--- config.mk ---
export PLATFORM = sky130hd
export DESIGN_NAME = wwcm_top
export DESIGN_NICKNAME = d
export VERILOG_FILES = /design/src/wwcm_idle_timer.v /design/src/wwcm_clock_monitor.v /design/src/wwcm_top.v
export VERILOG_INCLUDE_DIRS = /design/src /design/src/src
export SDC_FILE = /design/constraint.sdc
export NUM_CORES = 1
export LEC_CHECK = 0
export BUFFER_PORTS_ARGS = -buffer_cell sky130_fd_sc_hd__buf_2
export CORE_UTILIZATION = 44
export CTS_CLUSTER_SIZE = 20
export DETAILED_ROUTE_END_ITERATION = 8
export GPL_ROUTABILITY_DRIVEN = 0
export SYNTH_ARGS = -nofsm -noshare
export SYNTH_HDL_FRONTEND = slang
export SYNTH_HIERARCHICAL = 1
export SYNTH_SLANG_ARGS = --single-unit
--- constraint.sdc ---
create_clock -name I_CLOCK -period 2.35 [get_ports I_CLOCK]
set_clock_uncertainty 0.15 [all_clocks]
set_input_delay 0.235 -clock I_CLOCK [delete_from_list [all_inputs] [get_ports I_CLOCK]]
set_output_delay 0.235 -clock I_CLOCK [all_outputs]
set_load 0.05 [all_outputs]
--- src/wwcm_defs.vh ---
// Constants for the windowed watchdog and clock monitor
`ifndef WWCM_DEFS_VH
`define WWCM_DEFS_VH

// =====================================================================
// Service register field layout
`define WWCM_WIN_HI        7
`define WWCM_WIN_LO        6
`define WWCM_KEY_HI        5
`define WWCM_KEY_LO        1
`define WWCM_CME_BIT       0
`define WWCM_KEY_VALUE     5'h0c
`define WWCM_SVC_RESET     8'hc1

// =====================================================================
// Window limits in idle-timer clocks
`define WWCM_LOWER_LIMIT   17'h00800
`define WWCM_UPPER_8K      17'h02000
`define WWCM_UPPER_16K     17'h04000
`define WWCM_UPPER_32K     17'h08000
`define WWCM_UPPER_64K     17'h10000

// =====================================================================
// Error output hold after the pin falls (16 to 32 cycles, 24 chosen)
`define WWCM_HOLD_CYCLES   6'h18
`define WWCM_HOLD_MAX      6'h20

// Clock monitor: reference clocks without an instruction tick before rejection
`define WWCM_CLKMON_LIMIT  16'h2710

`endif

--- src/wwcm_idle_timer.v ---
// Free running idle timer with selectable pending flag
`timescale 1ns/1ns

module wwcm_idle_timer #(
	parameter WIDTH = 17
) (
	input  wire             i_clk,
	input  wire             i_tick,
	input  wire [2:0]       i_sel,
	input  wire             i_pnd_clr,
	output reg  [WIDTH-1:0] o_count,
	output reg              o_pnd
);

	// =================================================================
	// Selected tap: bit 12..16 toggles every 4k..64k ticks
	function tap_of;
		input [WIDTH-1:0] cnt;
		input [2:0]       sel;
		begin
			case (sel)
				3'h0:    tap_of = cnt[12];
				3'h1:    tap_of = cnt[13];
				3'h2:    tap_of = cnt[14];
				3'h3:    tap_of = cnt[15];
				default: tap_of = cnt[16];
			endcase
		end
	endfunction

	wire [WIDTH-1:0] count_d = o_count + {{(WIDTH-1){1'b0}}, 1'b1};
	wire             toggle  = i_tick && (tap_of(count_d, i_sel) != tap_of(o_count, i_sel));

	initial o_count = {WIDTH{1'b0}};
	initial o_pnd   = 1'b0;

	// =================================================================
	// Counter has no reset so an external reset leaves it running
	always @(posedge i_clk) begin
		if (i_tick)
			o_count <= count_d;
		// Set wins over the software clear
		if (toggle)
			o_pnd <= 1'b1;
		else if (i_pnd_clr)
			o_pnd <= 1'b0;
	end

endmodule

--- src/wwcm_clock_monitor.v ---
// Clock monitor: flags a missing instruction-cycle clock
`timescale 1ns/1ns

module wwcm_clock_monitor #(
	parameter LIMIT = 16'h2710
) (
	input  wire i_clk,
	input  wire i_srst,
	input  wire i_enable,
	input  wire i_inst_tick,
	output reg  o_err
);

	reg [15:0] gap_q;

	// =================================================================
	// Counts reference clocks since the last instruction tick
	always @(posedge i_clk) begin
		if (i_srst) begin
			gap_q <= 16'h0000;
			o_err <= 1'b0;
		end else if (!i_enable || i_inst_tick) begin
			gap_q <= 16'h0000;
			o_err <= 1'b0;
		end else if (gap_q >= LIMIT) begin
			// A stopped clock in halt lands here too
			o_err <= 1'b1;
		end else begin
			gap_q <= gap_q + 16'h0001;
		end
	end

endmodule

--- src/wwcm_top.v ---
// Windowed watchdog with clock monitor, top level
`timescale 1ns/1ns
`include "wwcm_defs.vh"

module wwcm_top #(
	parameter TW = 17
) (
	input  wire       I_CLOCK,
	input  wire       I_SRST,
	input  wire       I_IDLE_TICK,
	input  wire       I_INST_TICK,
	input  wire       I_SVC_WR,
	input  wire [7:0] I_SVC_WDATA,
	input  wire       I_HALT,
	input  wire       I_IDLE,
	input  wire       I_BOOT_ENTER,
	input  wire       I_BOOT_RETURN,
	input  wire [2:0] I_PND_SEL,
	input  wire       I_PND_CLR,
	input  wire       I_ERR_PIN_IN,
	output reg        O_ERR_PIN_OUT,
	output reg        O_ERR_PIN_OE,
	output reg  [7:0] O_SVC_RDATA,
	output reg        O_PND,
	output reg        O_WDOG_ERR,
	output reg        O_CLKMON_ERR
);

	// =================================================================
	// Output phases
	localparam PH_RUN  = 2'h0;
	localparam PH_FALL = 2'h1;
	localparam PH_HOLD = 2'h2;
	localparam PH_RISE = 2'h3;

	reg  [1:0]    win_q;
	reg           cme_q;
	reg           first_q;
	reg           lower_en_q;
	reg  [TW-1:0] wcnt_q;
	reg  [1:0]    ph_q;
	reg  [5:0]    hold_q;
	reg           pin_s1_q;
	reg           pin_s2_q;
	reg           lp_q;
	reg           idle_q;
	wire [TW-1:0] itimer;
	wire          pnd;
	wire          cm_err;

	// =================================================================
	// Upper limit decode
	function [TW-1:0] upper_of;
		input [1:0] w;
		begin
			case (w)
				2'h0:    upper_of = `WWCM_UPPER_8K;
				2'h1:    upper_of = `WWCM_UPPER_16K;
				2'h2:    upper_of = `WWCM_UPPER_32K;
				default: upper_of = `WWCM_UPPER_64K;
			endcase
		end
	endfunction

	wwcm_idle_timer #(
		.WIDTH    (TW)
	) u_timer (
		.i_clk    (I_CLOCK),
		.i_tick   (I_IDLE_TICK),
		.i_sel    (I_PND_SEL),
		.i_pnd_clr(I_PND_CLR),
		.o_count  (itimer),
		.o_pnd    (pnd)
	);

	wwcm_clock_monitor #(
		.LIMIT      (`WWCM_CLKMON_LIMIT)
	) u_clkmon (
		.i_clk      (I_CLOCK),
		.i_srst     (I_SRST),
		.i_enable   (cme_q),
		.i_inst_tick(I_INST_TICK),
		.o_err      (cm_err)
	);

	// =================================================================
	// Write decode
	wire       lowpower = I_HALT || I_IDLE;
	wire       key_ok   = I_SVC_WDATA[`WWCM_KEY_HI:`WWCM_KEY_LO] == `WWCM_KEY_VALUE;
	wire       all_ok   = key_ok
		&& (I_SVC_WDATA[`WWCM_WIN_HI:`WWCM_WIN_LO] == win_q)
		&& (I_SVC_WDATA[`WWCM_CME_BIT] == cme_q);
	wire       active   = (ph_q != PH_RUN);
	wire       wr       = I_SVC_WR && !active;
	wire       early    = lower_en_q && !first_q && (wcnt_q < `WWCM_LOWER_LIMIT);
	wire       late     = (wcnt_q >= upper_of(win_q));
	wire       bad_wr   = wr && (first_q ? !key_ok : (!all_ok || early));
	wire       good_wr  = wr && !bad_wr;
	wire       trip     = !lowpower && (bad_wr || (I_IDLE_TICK && late));
	wire       lp_exit  = lp_q && !lowpower;

	// =================================================================
	// Pin synchroniser, second stage only is read
	always @(posedge I_CLOCK) begin
		pin_s1_q <= I_ERR_PIN_IN;
		pin_s2_q <= pin_s1_q;
	end

	// =================================================================
	// Window, settings and output sequencing
	always @(posedge I_CLOCK) begin
		if (I_SRST) begin
			win_q      <= 2'h3;
			cme_q      <= 1'b1;
			first_q    <= 1'b1;
			lower_en_q <= 1'b1;
			wcnt_q     <= {TW{1'b0}};
			ph_q       <= PH_RUN;
			hold_q     <= 6'h00;
			lp_q       <= 1'b0;
			idle_q     <= 1'b0;
		end else begin
			lp_q   <= lowpower;
			idle_q <= I_IDLE;
			case (ph_q)
				PH_RUN: begin
					if (trip) begin
						ph_q <= PH_FALL;
					end else if (lp_exit) begin
						// Halt or idle exit restarts the window
						wcnt_q <= {TW{1'b0}};
					end else if (I_BOOT_ENTER) begin
						lower_en_q <= 1'b0;
						wcnt_q     <= {TW{1'b0}};
					end else if (I_BOOT_RETURN) begin
						lower_en_q <= 1'b1;
						wcnt_q     <= {TW{1'b0}};
					end else if (good_wr) begin
						if (first_q) begin
							win_q <= I_SVC_WDATA[`WWCM_WIN_HI:`WWCM_WIN_LO];
							cme_q <= I_SVC_WDATA[`WWCM_CME_BIT];
						end
						first_q <= 1'b0;
						wcnt_q  <= {TW{1'b0}};
					end else if (I_IDLE_TICK && !lowpower) begin
						wcnt_q <= wcnt_q + {{(TW-1){1'b0}}, 1'b1};
					end
				end
				PH_FALL: begin
					hold_q <= 6'h00;
					if (!pin_s2_q)
						ph_q <= PH_HOLD;
				end
				PH_HOLD: begin
					// Extra hold after the pin is seen low
					hold_q <= hold_q + 6'h01;
					if (hold_q == `WWCM_HOLD_CYCLES - 6'h01)
						ph_q <= PH_RISE;
				end
				PH_RISE: begin
					if (pin_s2_q) begin
						ph_q   <= PH_RUN;
						wcnt_q <= {TW{1'b0}};
					end
				end
				default: ph_q <= PH_RUN;
			endcase
		end
	end

	// =================================================================
	// Registered outputs; pin drive low is open drain
	always @(posedge I_CLOCK) begin
		if (I_SRST) begin
			O_ERR_PIN_OUT <= 1'b0;
			O_ERR_PIN_OE  <= 1'b0;
			O_SVC_RDATA   <= 8'h00;
			O_PND         <= 1'b0;
			O_WDOG_ERR    <= 1'b0;
			O_CLKMON_ERR  <= 1'b0;
		end else begin
			O_ERR_PIN_OUT <= 1'b0;
			O_ERR_PIN_OE  <= (ph_q == PH_FALL) || (ph_q == PH_HOLD) || cm_err;
			O_SVC_RDATA   <= {win_q, 5'h00, cme_q};
			O_PND         <= pnd;
			O_WDOG_ERR    <= active;
			O_CLKMON_ERR  <= cm_err;
		end
	end

endmodule

---- Yosys cells after proc, flatten, opt, wreduce, memory -nomap -nowiden ----
Cells that the tools add are included.
operators by class
  $add $sub $neg .......................... 4
  order comparisons ....................... 3
  mux-type cells .......................... 20
  bitwise operators ....................... 4
  equality and inequality tests ........... 19
  reduce and logical (&&, ||, !) cells .... 38
operators by type and width
  kind                     count
  $mux W17                 7
  $pmux W17 S3             1
  $add A17 B1 Y17 const B  2
  $pmux W17 S2             1
  $ge A17 B17 Y1           1
  $lt A17 B12 Y1 const B   1
  $add A16 B1 Y16 const B  1
  $ge A16 B14 Y1 const B   1
  $logic_and A1 B1 Y1      12
  $pmux W6 S2              1
  $reduce_and A4 Y1        3
  $ne A2 B2 Y1 const B     5
  $mux W2                  4
  $pmux W1 S4              2
  $pmux W2 S4              1
  $reduce_bool A2 Y1       4
  $logic_not A1 Y1         7
  $reduce_and A7 Y1        1
  $add A6 B1 Y6 const B    1
  $eq A2 B2 Y1 const B     3
  $eq A3 B2 Y1 const B     2
  $eq A6 B5 Y1 const B     1
  $logic_or A1 B1 Y1       6
  $ne A6 B6 Y1 const B     1
  12 further kinds         19
storage, ports and cells
  register bits after elaboration ......... 80
  input bits .............................. 22
  output and inout bits ................... 13
  word-level logic and storage cells ...... 108

---- Depth between registers and ports, before layout ----
Gate-level depths: netlist of run 1.
  depth in word-level cells ............... 15
  depth in mapped cells ................... 10

---- By module ----
Netlist of run 1, hierarchy kept.
modules (own cells, without submodules)
  module              area each (um^2)  cells an instance  instances  seq. area each (um^2)
  wwcm_top            2153.3            244                1          800.8
  wwcm_idle_timer     1014.7            83                 1          530.5
  wwcm_clock_monitor  777.0             89                 1          340.3

---- Worst setup path after synthesis of run 1 ----
OpenSTA, ideal clock, no wires.
  path type ............................... register to register
  start point ............................. register win_q[0]
  end point ............................... register wcnt_q[3]
  arrival ................................. 2.092 ns
  period minus slack after synthesis ...... 2.366 ns
  path buffers ............................ 1
  stages on the path, launching flop included .. 11
  slack ................................... -0.016 ns
  setup time .............................. 0.124 ns
  cells stage by stage .................... dfxtp_1 > nand2b_1 > ha_1 > o21ai_0 > a21oi_1 > o311a_1 > a21oi_2 > o221ai_2 > buf_4 > a22oi_1 > mux2i_1
between the ends
  cells in the longest elaborated chain, start to end .. 15
  elaborated cells between the ends (all ways) .. 26
  those cells by class .................... order compare (1); eq/ne (5); mux (8); reduce/logical (12)
RTL lines
  item                                                                     line            source
  start, declared                                                          wwcm_top.v:36   reg [1:0] win_q;
  start signal, assigned                                                   wwcm_top.v:140  win_q <= I_SVC_WDATA[`WWCM_WIN_HI:`WWCM_WIN_LO];
  parallel branches: the longest is 15 deep, another holds $ge A17 B17 Y1  --
  end signal, assigned                                                     wwcm_top.v:131  wcnt_q <= {TW{1'b0}};
  end signal, assigned                                                     wwcm_top.v:134  wcnt_q <= {TW{1'b0}};
  end signal, assigned                                                     wwcm_top.v:137  wcnt_q <= {TW{1'b0}};
  end, declared                                                            wwcm_top.v:40   reg [TW-1:0] wcnt_q;
Parallel ways; which one is timed is not known. The select of a mux whose other input is x is not followed.
A chain may end at the register's enable or synchronous reset.

---- Final worst setup path of run 1 ----
  start point ............................. register wcnt_q[15]
  end point ............................... register wcnt_q[10]
between the ends
  cells in the longest elaborated chain, start to end .. 13
  elaborated cells between the ends (all ways) .. 20
  those cells by class .................... order compare (2); eq/ne (2); mux (7); reduce/logical (9)
RTL lines
  item                      line            source
  start signal, assigned    wwcm_top.v:117  wcnt_q <= {TW{1'b0}};
  start signal, assigned    wwcm_top.v:131
  start signal, assigned    wwcm_top.v:134
  $lt A17 B12 Y1 (no line)  --
  $logic_and A1 B1 Y1       wwcm_top.v:95   wire early = lower_en_q && !first_q && (wcnt_q < `WWCM_LOWER_LIMIT);
  $logic_or A1 B1 Y1        wwcm_top.v:97   wire bad_wr = wr && (first_q ? !key_ok : (!all_ok || early));
  $mux W1                   wwcm_top.v:97
  $logic_and A1 B1 Y1       wwcm_top.v:97
  $logic_not A1 Y1          wwcm_top.v:98   wire good_wr = wr && !bad_wr;
  $logic_and A1 B1 Y1       wwcm_top.v:98
  $mux W17                  wwcm_top.v:138  end else if (good_wr) begin
  $mux W17                  wwcm_top.v:135  end else if (I_BOOT_RETURN) begin
  $mux W17                  wwcm_top.v:132  end else if (I_BOOT_ENTER) begin
  $mux W17                  wwcm_top.v:129  end else if (lp_exit) begin
  $mux W17                  wwcm_top.v:127  if (trip) begin
  $pmux W17 S2              wwcm_top.v:125  case (ph_q)
Parallel ways exist; a longest one is shown, timed or not. The select of a mux whose other input is x is not followed.

==> flow_metrics.env, run 1 <==
export IMPL_power_leakage_nw=1.87
export IMPL_finalMaxSlewViolations=0
export IMPL_syn_cell_area_sq_um=3910
export IMPL_tns_ps=-473
export IMPL_wl_mm=8.71
export IMPL_area_growth_pct=26.3
export IMPL_p_per_area_nw_per_um2=686
export IMPL_relSlewSlack=0.526
export IMPL_avgRoutedWirePerCell_microns=14.5
export IMPL_cp_arrival_ps=2570
export IMPL_grt_setup_unrepaired="true"
export IMPL_tritoncts="built"
export IMPL_outcome="finished, violations left"
export IMPL_worst_slew_pin_slew_ps=710
export IMPL_ioPinCount=35
export IMPL_via_per_inst=5.42
export IMPL_dp_hpwl_mm=5.97
export IMPL_syn_inst=414
export IMPL_dieWidth_microns=96.2
export IMPL_start_util=0.450
export IMPL_cts_sinks=74
export IMPL_clock_tree_root_cell="clkbuf_8"
export IMPL_crit_type="reg -> reg"
export IMPL_setup_slack_ps=-80.2
export IMPL_end_kind="register"
export IMPL_dr_pass1_iters=4
export IMPL_dp_cells=572
export IMPL_cap_viol_max_count=0
export IMPL_cts_inserted_buffers=9
export IMPL_die_area_sq_um=9260
export IMPL_antenna_found_initial=0
export IMPL_grt_usage=0.196
export IMPL_most_common_layout_cells="dfxtp_1 (55), nand2_1 (34), buf_4 (34)"
export IMPL_setup_worst_path_start_class="register"
export IMPL_failed_checks="setup timing"
export IMPL_dr_total_vias=3253
export IMPL_grt_pass1_wl_mm=14.0
export IMPL_crit_path_max_fanout=8
export IMPL_clock_path_buffers=2
export IMPL_period_minus_slack_ps=2430
export IMPL_die_h_microns=96.2
export IMPL_setup_violations=16
export IMPL_peakVddDrop_mv=0.574
export IMPL_clk_pin_slew_ps=80
export IMPL_htree_levels=3
export IMPL_place_ws_ps=-250
export IMPL_hold_viol=0
export IMPL_ant_nets=0
export IMPL_drt_initial_drc_count=140
export IMPL_worstPathRequired_ps=2490
export IMPL_drive_gt1_frac=0.274
export IMPL_fin_crit_sh=1.03
export IMPL_diodes=0
export IMPL_grt_max_degree=21
export IMPL_min_path_type="in -> reg"
export IMPL_max_freq_ghz=0.411
export IMPL_postSynthAreaPerCell_sq_um=9.44
export IMPL_coreArea_sq_um=8680
export IMPL_drc=0
export IMPL_clk_latency_ps=350
export IMPL_stdcell_count=600
export IMPL_yosysWarnings=6
export IMPL_portBuffers=28
export IMPL_grt_pass1_vias=3034
export IMPL_gr_total_overflow=0
export IMPL_placementRows=34
export IMPL_nets=524
export IMPL_final_common_cell="dfxtp_1"
==> critical path, stage by stage, from the launching register on <==
cell and delay [ps]:
dfxtp_1 480, ha_4 250, nand4_1 150, nor4_4 60
o311a_1 340, a21oi_4 220, and4bb_4 350, buf_12 140
nand4_1 90, mux2i_1 130
==> metal layers <==
metal  vias to the layer above  global-route usage  share of wire  wire, microns
li1                       1646                   -              -              -
met1                      1530               0.257           0.48           4160
met2                        65               0.319           0.47           4080
met3                        12              0.0355          0.039            336
met4                         0              0.0796          0.014            125
met5                         -                   0              0              0
==> power breakdown <==
| part | internal [W] | switching [W] | total [W] |
|---|---|---|---|
| combinational | 0.000436 | 0.000547 | 0.000984 |
| sequential | 0.00137 | 0.0000696 | 0.00144 |
| clock | 0.000482 | 0.000473 | 0.000955 |
| total | 0.00229 | 0.00109 | 0.00338 |
==> state kept, by name, indices dropped and copies added (netlist names) <==
| name | cells |
|---|---|
| u_clkmon/gap_q | 16 |
| O_SVC_RDATA | 3 |
| lower_en_q | 1 |
| ph_q | 2 |
| pin_s1_q | 1 |
| O_ERR_PIN_OE | 1 |
| first_q | 1 |
| O_CLKMON_ERR | 1 |
| u_timer/o_pnd | 1 |
| wcnt_q | 17 |
| cme_q | 1 |
| O_PND | 1 |
| u_clkmon/o_err | 1 |
| win_q | 2 |
| hold_q | 6 |
| pin_s2_q | 1 |
| O_WDOG_ERR | 1 |
| lp_q | 1 |
| u_timer/o_count | 16 |
==> path summary, 6_finish.rpt <==
path              startpoint             to  slack [ps]  depth (start not counted)
hold / removal     I_PND_CLR  u_timer/o_pnd           9                          4
setup / recovery  wcnt_q[15]     wcnt_q[10]         -80                          9
setup reg to reg  wcnt_q[15]     wcnt_q[10]         -80                          9
hold reg to reg     pin_s1_q       pin_s2_q         180                          0
==> through the flow <==
stage | utilization | total power, W | instance area, sq um | hold slack, ps
finish | 0.568 | 0.00338 | 4930 | 8.64
global route | 0.568 | 0.00355 | 4930 | 38.9
CTS | 0.558 | 0.00344 | 4840 | 0.198
detailed placement | 0.503 | 0.00223 | 4360 | 165
global placement | 0.503 | 0.00222 | 4360 | 162
floorplan | - | 0.00201 | 3930 | 113
==> area by class of cell <==
type / instances / area (sq um)
fill: 796 / 3740
clock buffer: 10 / 128
timing repair buffer: 73 / 539
tap: 108 / 135
inverter: 24 / 90.1
sequential: 74 / 1650
clock inverter: 6 / 57.6
multi-input combinational: 305 / 2330
==> repair_timing <==
action,in CTS,in global routing
gates cloned,1,0
hold buffers,4,1
pin swaps,11,20
endpoints found under the hold margin,4,1
resized for setup,29,19
endpoints found under the setup margin,21,23
buffers inserted,5,2
(Power assumes the default switching activity.)
==> run 2: changes to the inputs <==
--- a/config.mk
+++ b/config.mk
@@ -7,6 +7,7 @@
 export NUM_CORES = 1
 export LEC_CHECK = 0
 export BUFFER_PORTS_ARGS = -buffer_cell sky130_fd_sc_hd__buf_2
+export CORE_MARGIN = 2
 export CORE_UTILIZATION = 44
 export CTS_CLUSTER_SIZE = 20
 export DETAILED_ROUTE_END_ITERATION = 8
==> constraint.sdc (replaced) <==
create_clock -name I_CLOCK -period 2.35 [get_ports I_CLOCK]
set_clock_uncertainty 0.15 [all_clocks]
set_input_delay 0.235 -clock I_CLOCK [delete_from_list [all_inputs] [get_ports I_CLOCK]]
set_output_delay 0.235 -clock I_CLOCK [all_outputs]
set_load 0.1 [all_outputs]
==> run 2 against run 1 <==
The flow still finishes with violations (setup timing). First-iteration DRC count up 13%. Routed wire length down 3.8%. Count of clock-buffer cells in the layout up 2. Worst hold slack better by 32 ps. Register-to-register slack about the same. Combinational power down 6.1%. Maximum frequency up 0.51%. Setup slack better by 12 ps. Cell count down 0.17%.
==> flow_metrics.env, run 2 (synthesis results as in run 1) <==
export IMPL_outcome="finished, violations left"
export IMPL_failed_checks="setup timing"
export IMPL_clock_path_buffers=2
export IMPL_p_comb_frac=0.276
export IMPL_cts_sinks=74
export IMPL_setup_slack_ps=-67.9
export IMPL_rr_worst_depth=10
export IMPL_area_growth_pct=24.0
export IMPL_dieWidth_microns=98.2
export IMPL_setup_worst_path_start_class="register"
export IMPL_stdcell_count=599
export IMPL_clockPowerShare=0.294
export IMPL_via_per_inst=5.41
export IMPL_p_int_w=0.00225
export IMPL_regToRegSetupSlack_ps=-70
export IMPL_worstPathRequired_ps=2420
export IMPL_max_freq_ghz=0.414
export IMPL_drc=0
export IMPL_cap_viol_max_count=0
export IMPL_ioPinCount=35
export IMPL_grt_setup_unrepaired="true"
export IMPL_place_ws_ps=-166
export IMPL_die_h_microns=98.2
export IMPL_seqPwrFrac=0.430
export IMPL_grt_max_degree=20
export IMPL_die_area_sq_um=9650
export IMPL_fin_crit_sh=1.03
export IMPL_largest_registers="wcnt_q (17), u_clkmon/gap_q (16), u_timer/o_count (16)"
export IMPL_placementRows=34
export IMPL_hold_end="lp_q"
export IMPL_reg2reg_to="ph_q[1]"
export IMPL_regMostFlops="wcnt_q"
export IMPL_min_from="I_HALT"
export IMPL_diodes=0
export IMPL_cts_inserted_buffers=9
export IMPL_dp_hpwl_mm=5.90
export IMPL_p_sw_frac=0.329
export IMPL_power_leakage_nw=1.86
export IMPL_portBuffers=28
export IMPL_dr_total_vias=3241
export IMPL_tns_ps=-825
export IMPL_dp_cells=570
export IMPL_setup_violations=18
export IMPL_tritoncts="built"
export IMPL_antenna_found_initial=0
export IMPL_start_util=0.450
export IMPL_clk_latency_ps=350
export IMPL_gr_total_overflow=0
export IMPL_p_switching_w=0.00110
export IMPL_drive_gt1_frac=0.265
export IMPL_grt_pass1_wl_mm=14.3
export IMPL_coreArea_sq_um=8680
export IMPL_end_kind="register"
export IMPL_clock_tree_root_cell="clkbuf_8"
export IMPL_r2r_start="wcnt_q[0]"
export IMPL_crit_type="reg -> reg"
export IMPL_period_minus_slack_ps=2420
export IMPL_largest_reg_flops=17
export IMPL_hold_viol=0
export IMPL_p_per_area_nw_per_um2=692
export IMPL_fill_cells=795
export IMPL_min_path_type="in -> reg"
export IMPL_nets=523
export IMPL_final_common_cell="dfxtp_1"
export IMPL_relSlewSlack=0.479
export IMPL_ant_nets=0
export IMPL_clk_pin_slew_ps=70
export IMPL_crit_path_max_fanout=7
export IMPL_grt_pass1_vias=3105
export IMPL_most_common_layout_cells="dfxtp_1 (54), buf_4 (36), nor2_1 (33), nand2_1 (33), buf_2 (28)"
export IMPL_hold_path_depth=3
export IMPL_htree_levels=3
export IMPL_avgRoutedWirePerCell_microns=14.0
export IMPL_wl_mm=8.38
export IMPL_finalMaxSlewViolations=0
export IMPL_dr_pass1_iters=4
export IMPL_worst_slew_pin_slew_ps=780
export IMPL_peakVddDrop_mv=0.551
export IMPL_cp_arrival_ps=2490
export IMPL_drt_initial_drc_count=158
export IMPL_grt_usage=0.183
-- run 2: cell count changes in the layout (fill, tap and decap cells not counted), moves of 2 or more --
cell	previous run	this run
a2bb2oi_2	6	2
clkinvlp_4	2	0
buf_6	3	1
inv_4	0	3
a2bb2oi_1	2	6
buf_4	34	36
inv_1	23	21
inv_2	0	2
buf_12	3	0
clkinv_1	3	1
-- run 2: worst max-delay path, cell delays in order, from the launching register on --
cell and delay (ps):
dfxtp_2 320, inv_2 50, ha_1 130, or4b_4 470, nor4_4 300, o311a_1 260, a21oi_4 80, buf_4 160
a21oi_4 140, mux2i_1 200, nor2_1 50
-- run 2: through the flow --
stage               utilization  total power [W]  hold slack (ps)  cell area, sq um
finish                    0.558          0.00335             41.1              4840
global route              0.558          0.00354             37.1              4840
CTS                       0.544          0.00335             26.1              4720
detailed placement        0.499          0.00229              168              4330
global placement          0.499          0.00226              163              4330
floorplan                     -          0.00209              113              3930
-- run 2: layout make-up --
class / count / area [sq um] / share of cell area
Clock buffer: 12 / 145 / 0.0300
Multi-Input combinational cell: 306 / 2290 / 0.473
Clock inverter: 4 / 48.8 / 0.0101
Sequential cell: 74 / 1650 / 0.341
Tap cell: 108 / 135 / 0.0279
Timing Repair Buffer: 71 / 482 / 0.0995
Inverter: 24 / 90.1 / 0.0186
-- run 2: worst max path at each step --
stage | from | end | slack [ps] | cells after the start
after floorplan | win_q[0] | wcnt_q[3] | 2 | 10
after global placement | win_q[0] | wcnt_q[14] | -120 | 9
after detailed placement | win_q[0] | wcnt_q[16] | -170 | 9
after CTS | win_q[1] | ph_q[1] | -80 | 9
after global routing | wcnt_q[0] | wcnt_q[11] | -200 | 10
final | wcnt_q[0] | ph_q[1] | -70 | 10
-- run 2: timing repair --
action	4_1_cts	5_1_grt
hold buffers	6	0
buffers inserted	1	5
cloned	1	0
hold endpoints to repair	5	0
pin swaps	8	9
resized for setup	24	16
endpoints found under the setup margin	20	24
-- run 2: metal layers --
metal	vias to the layer above	track usage	wire, microns
met5	-	0	0
met4	0	0.0516	85
met3	6	0.0422	360
met2	67	0.297	3880
met1	1516	0.245	4050
li1	1652	-	-
-- run 2: power by group through the flow --
stage	combinational [W]	clock (W)	sequential, W
floorplan	0.000517	0	0.00157
global placement	0.000793	0	0.00147
detailed placement	0.000812	0	0.00147
CTS	0.000875	0.00103	0.00144
global route	0.00101	0.00108	0.00145
finish	0.000924	0.000984	0.00144
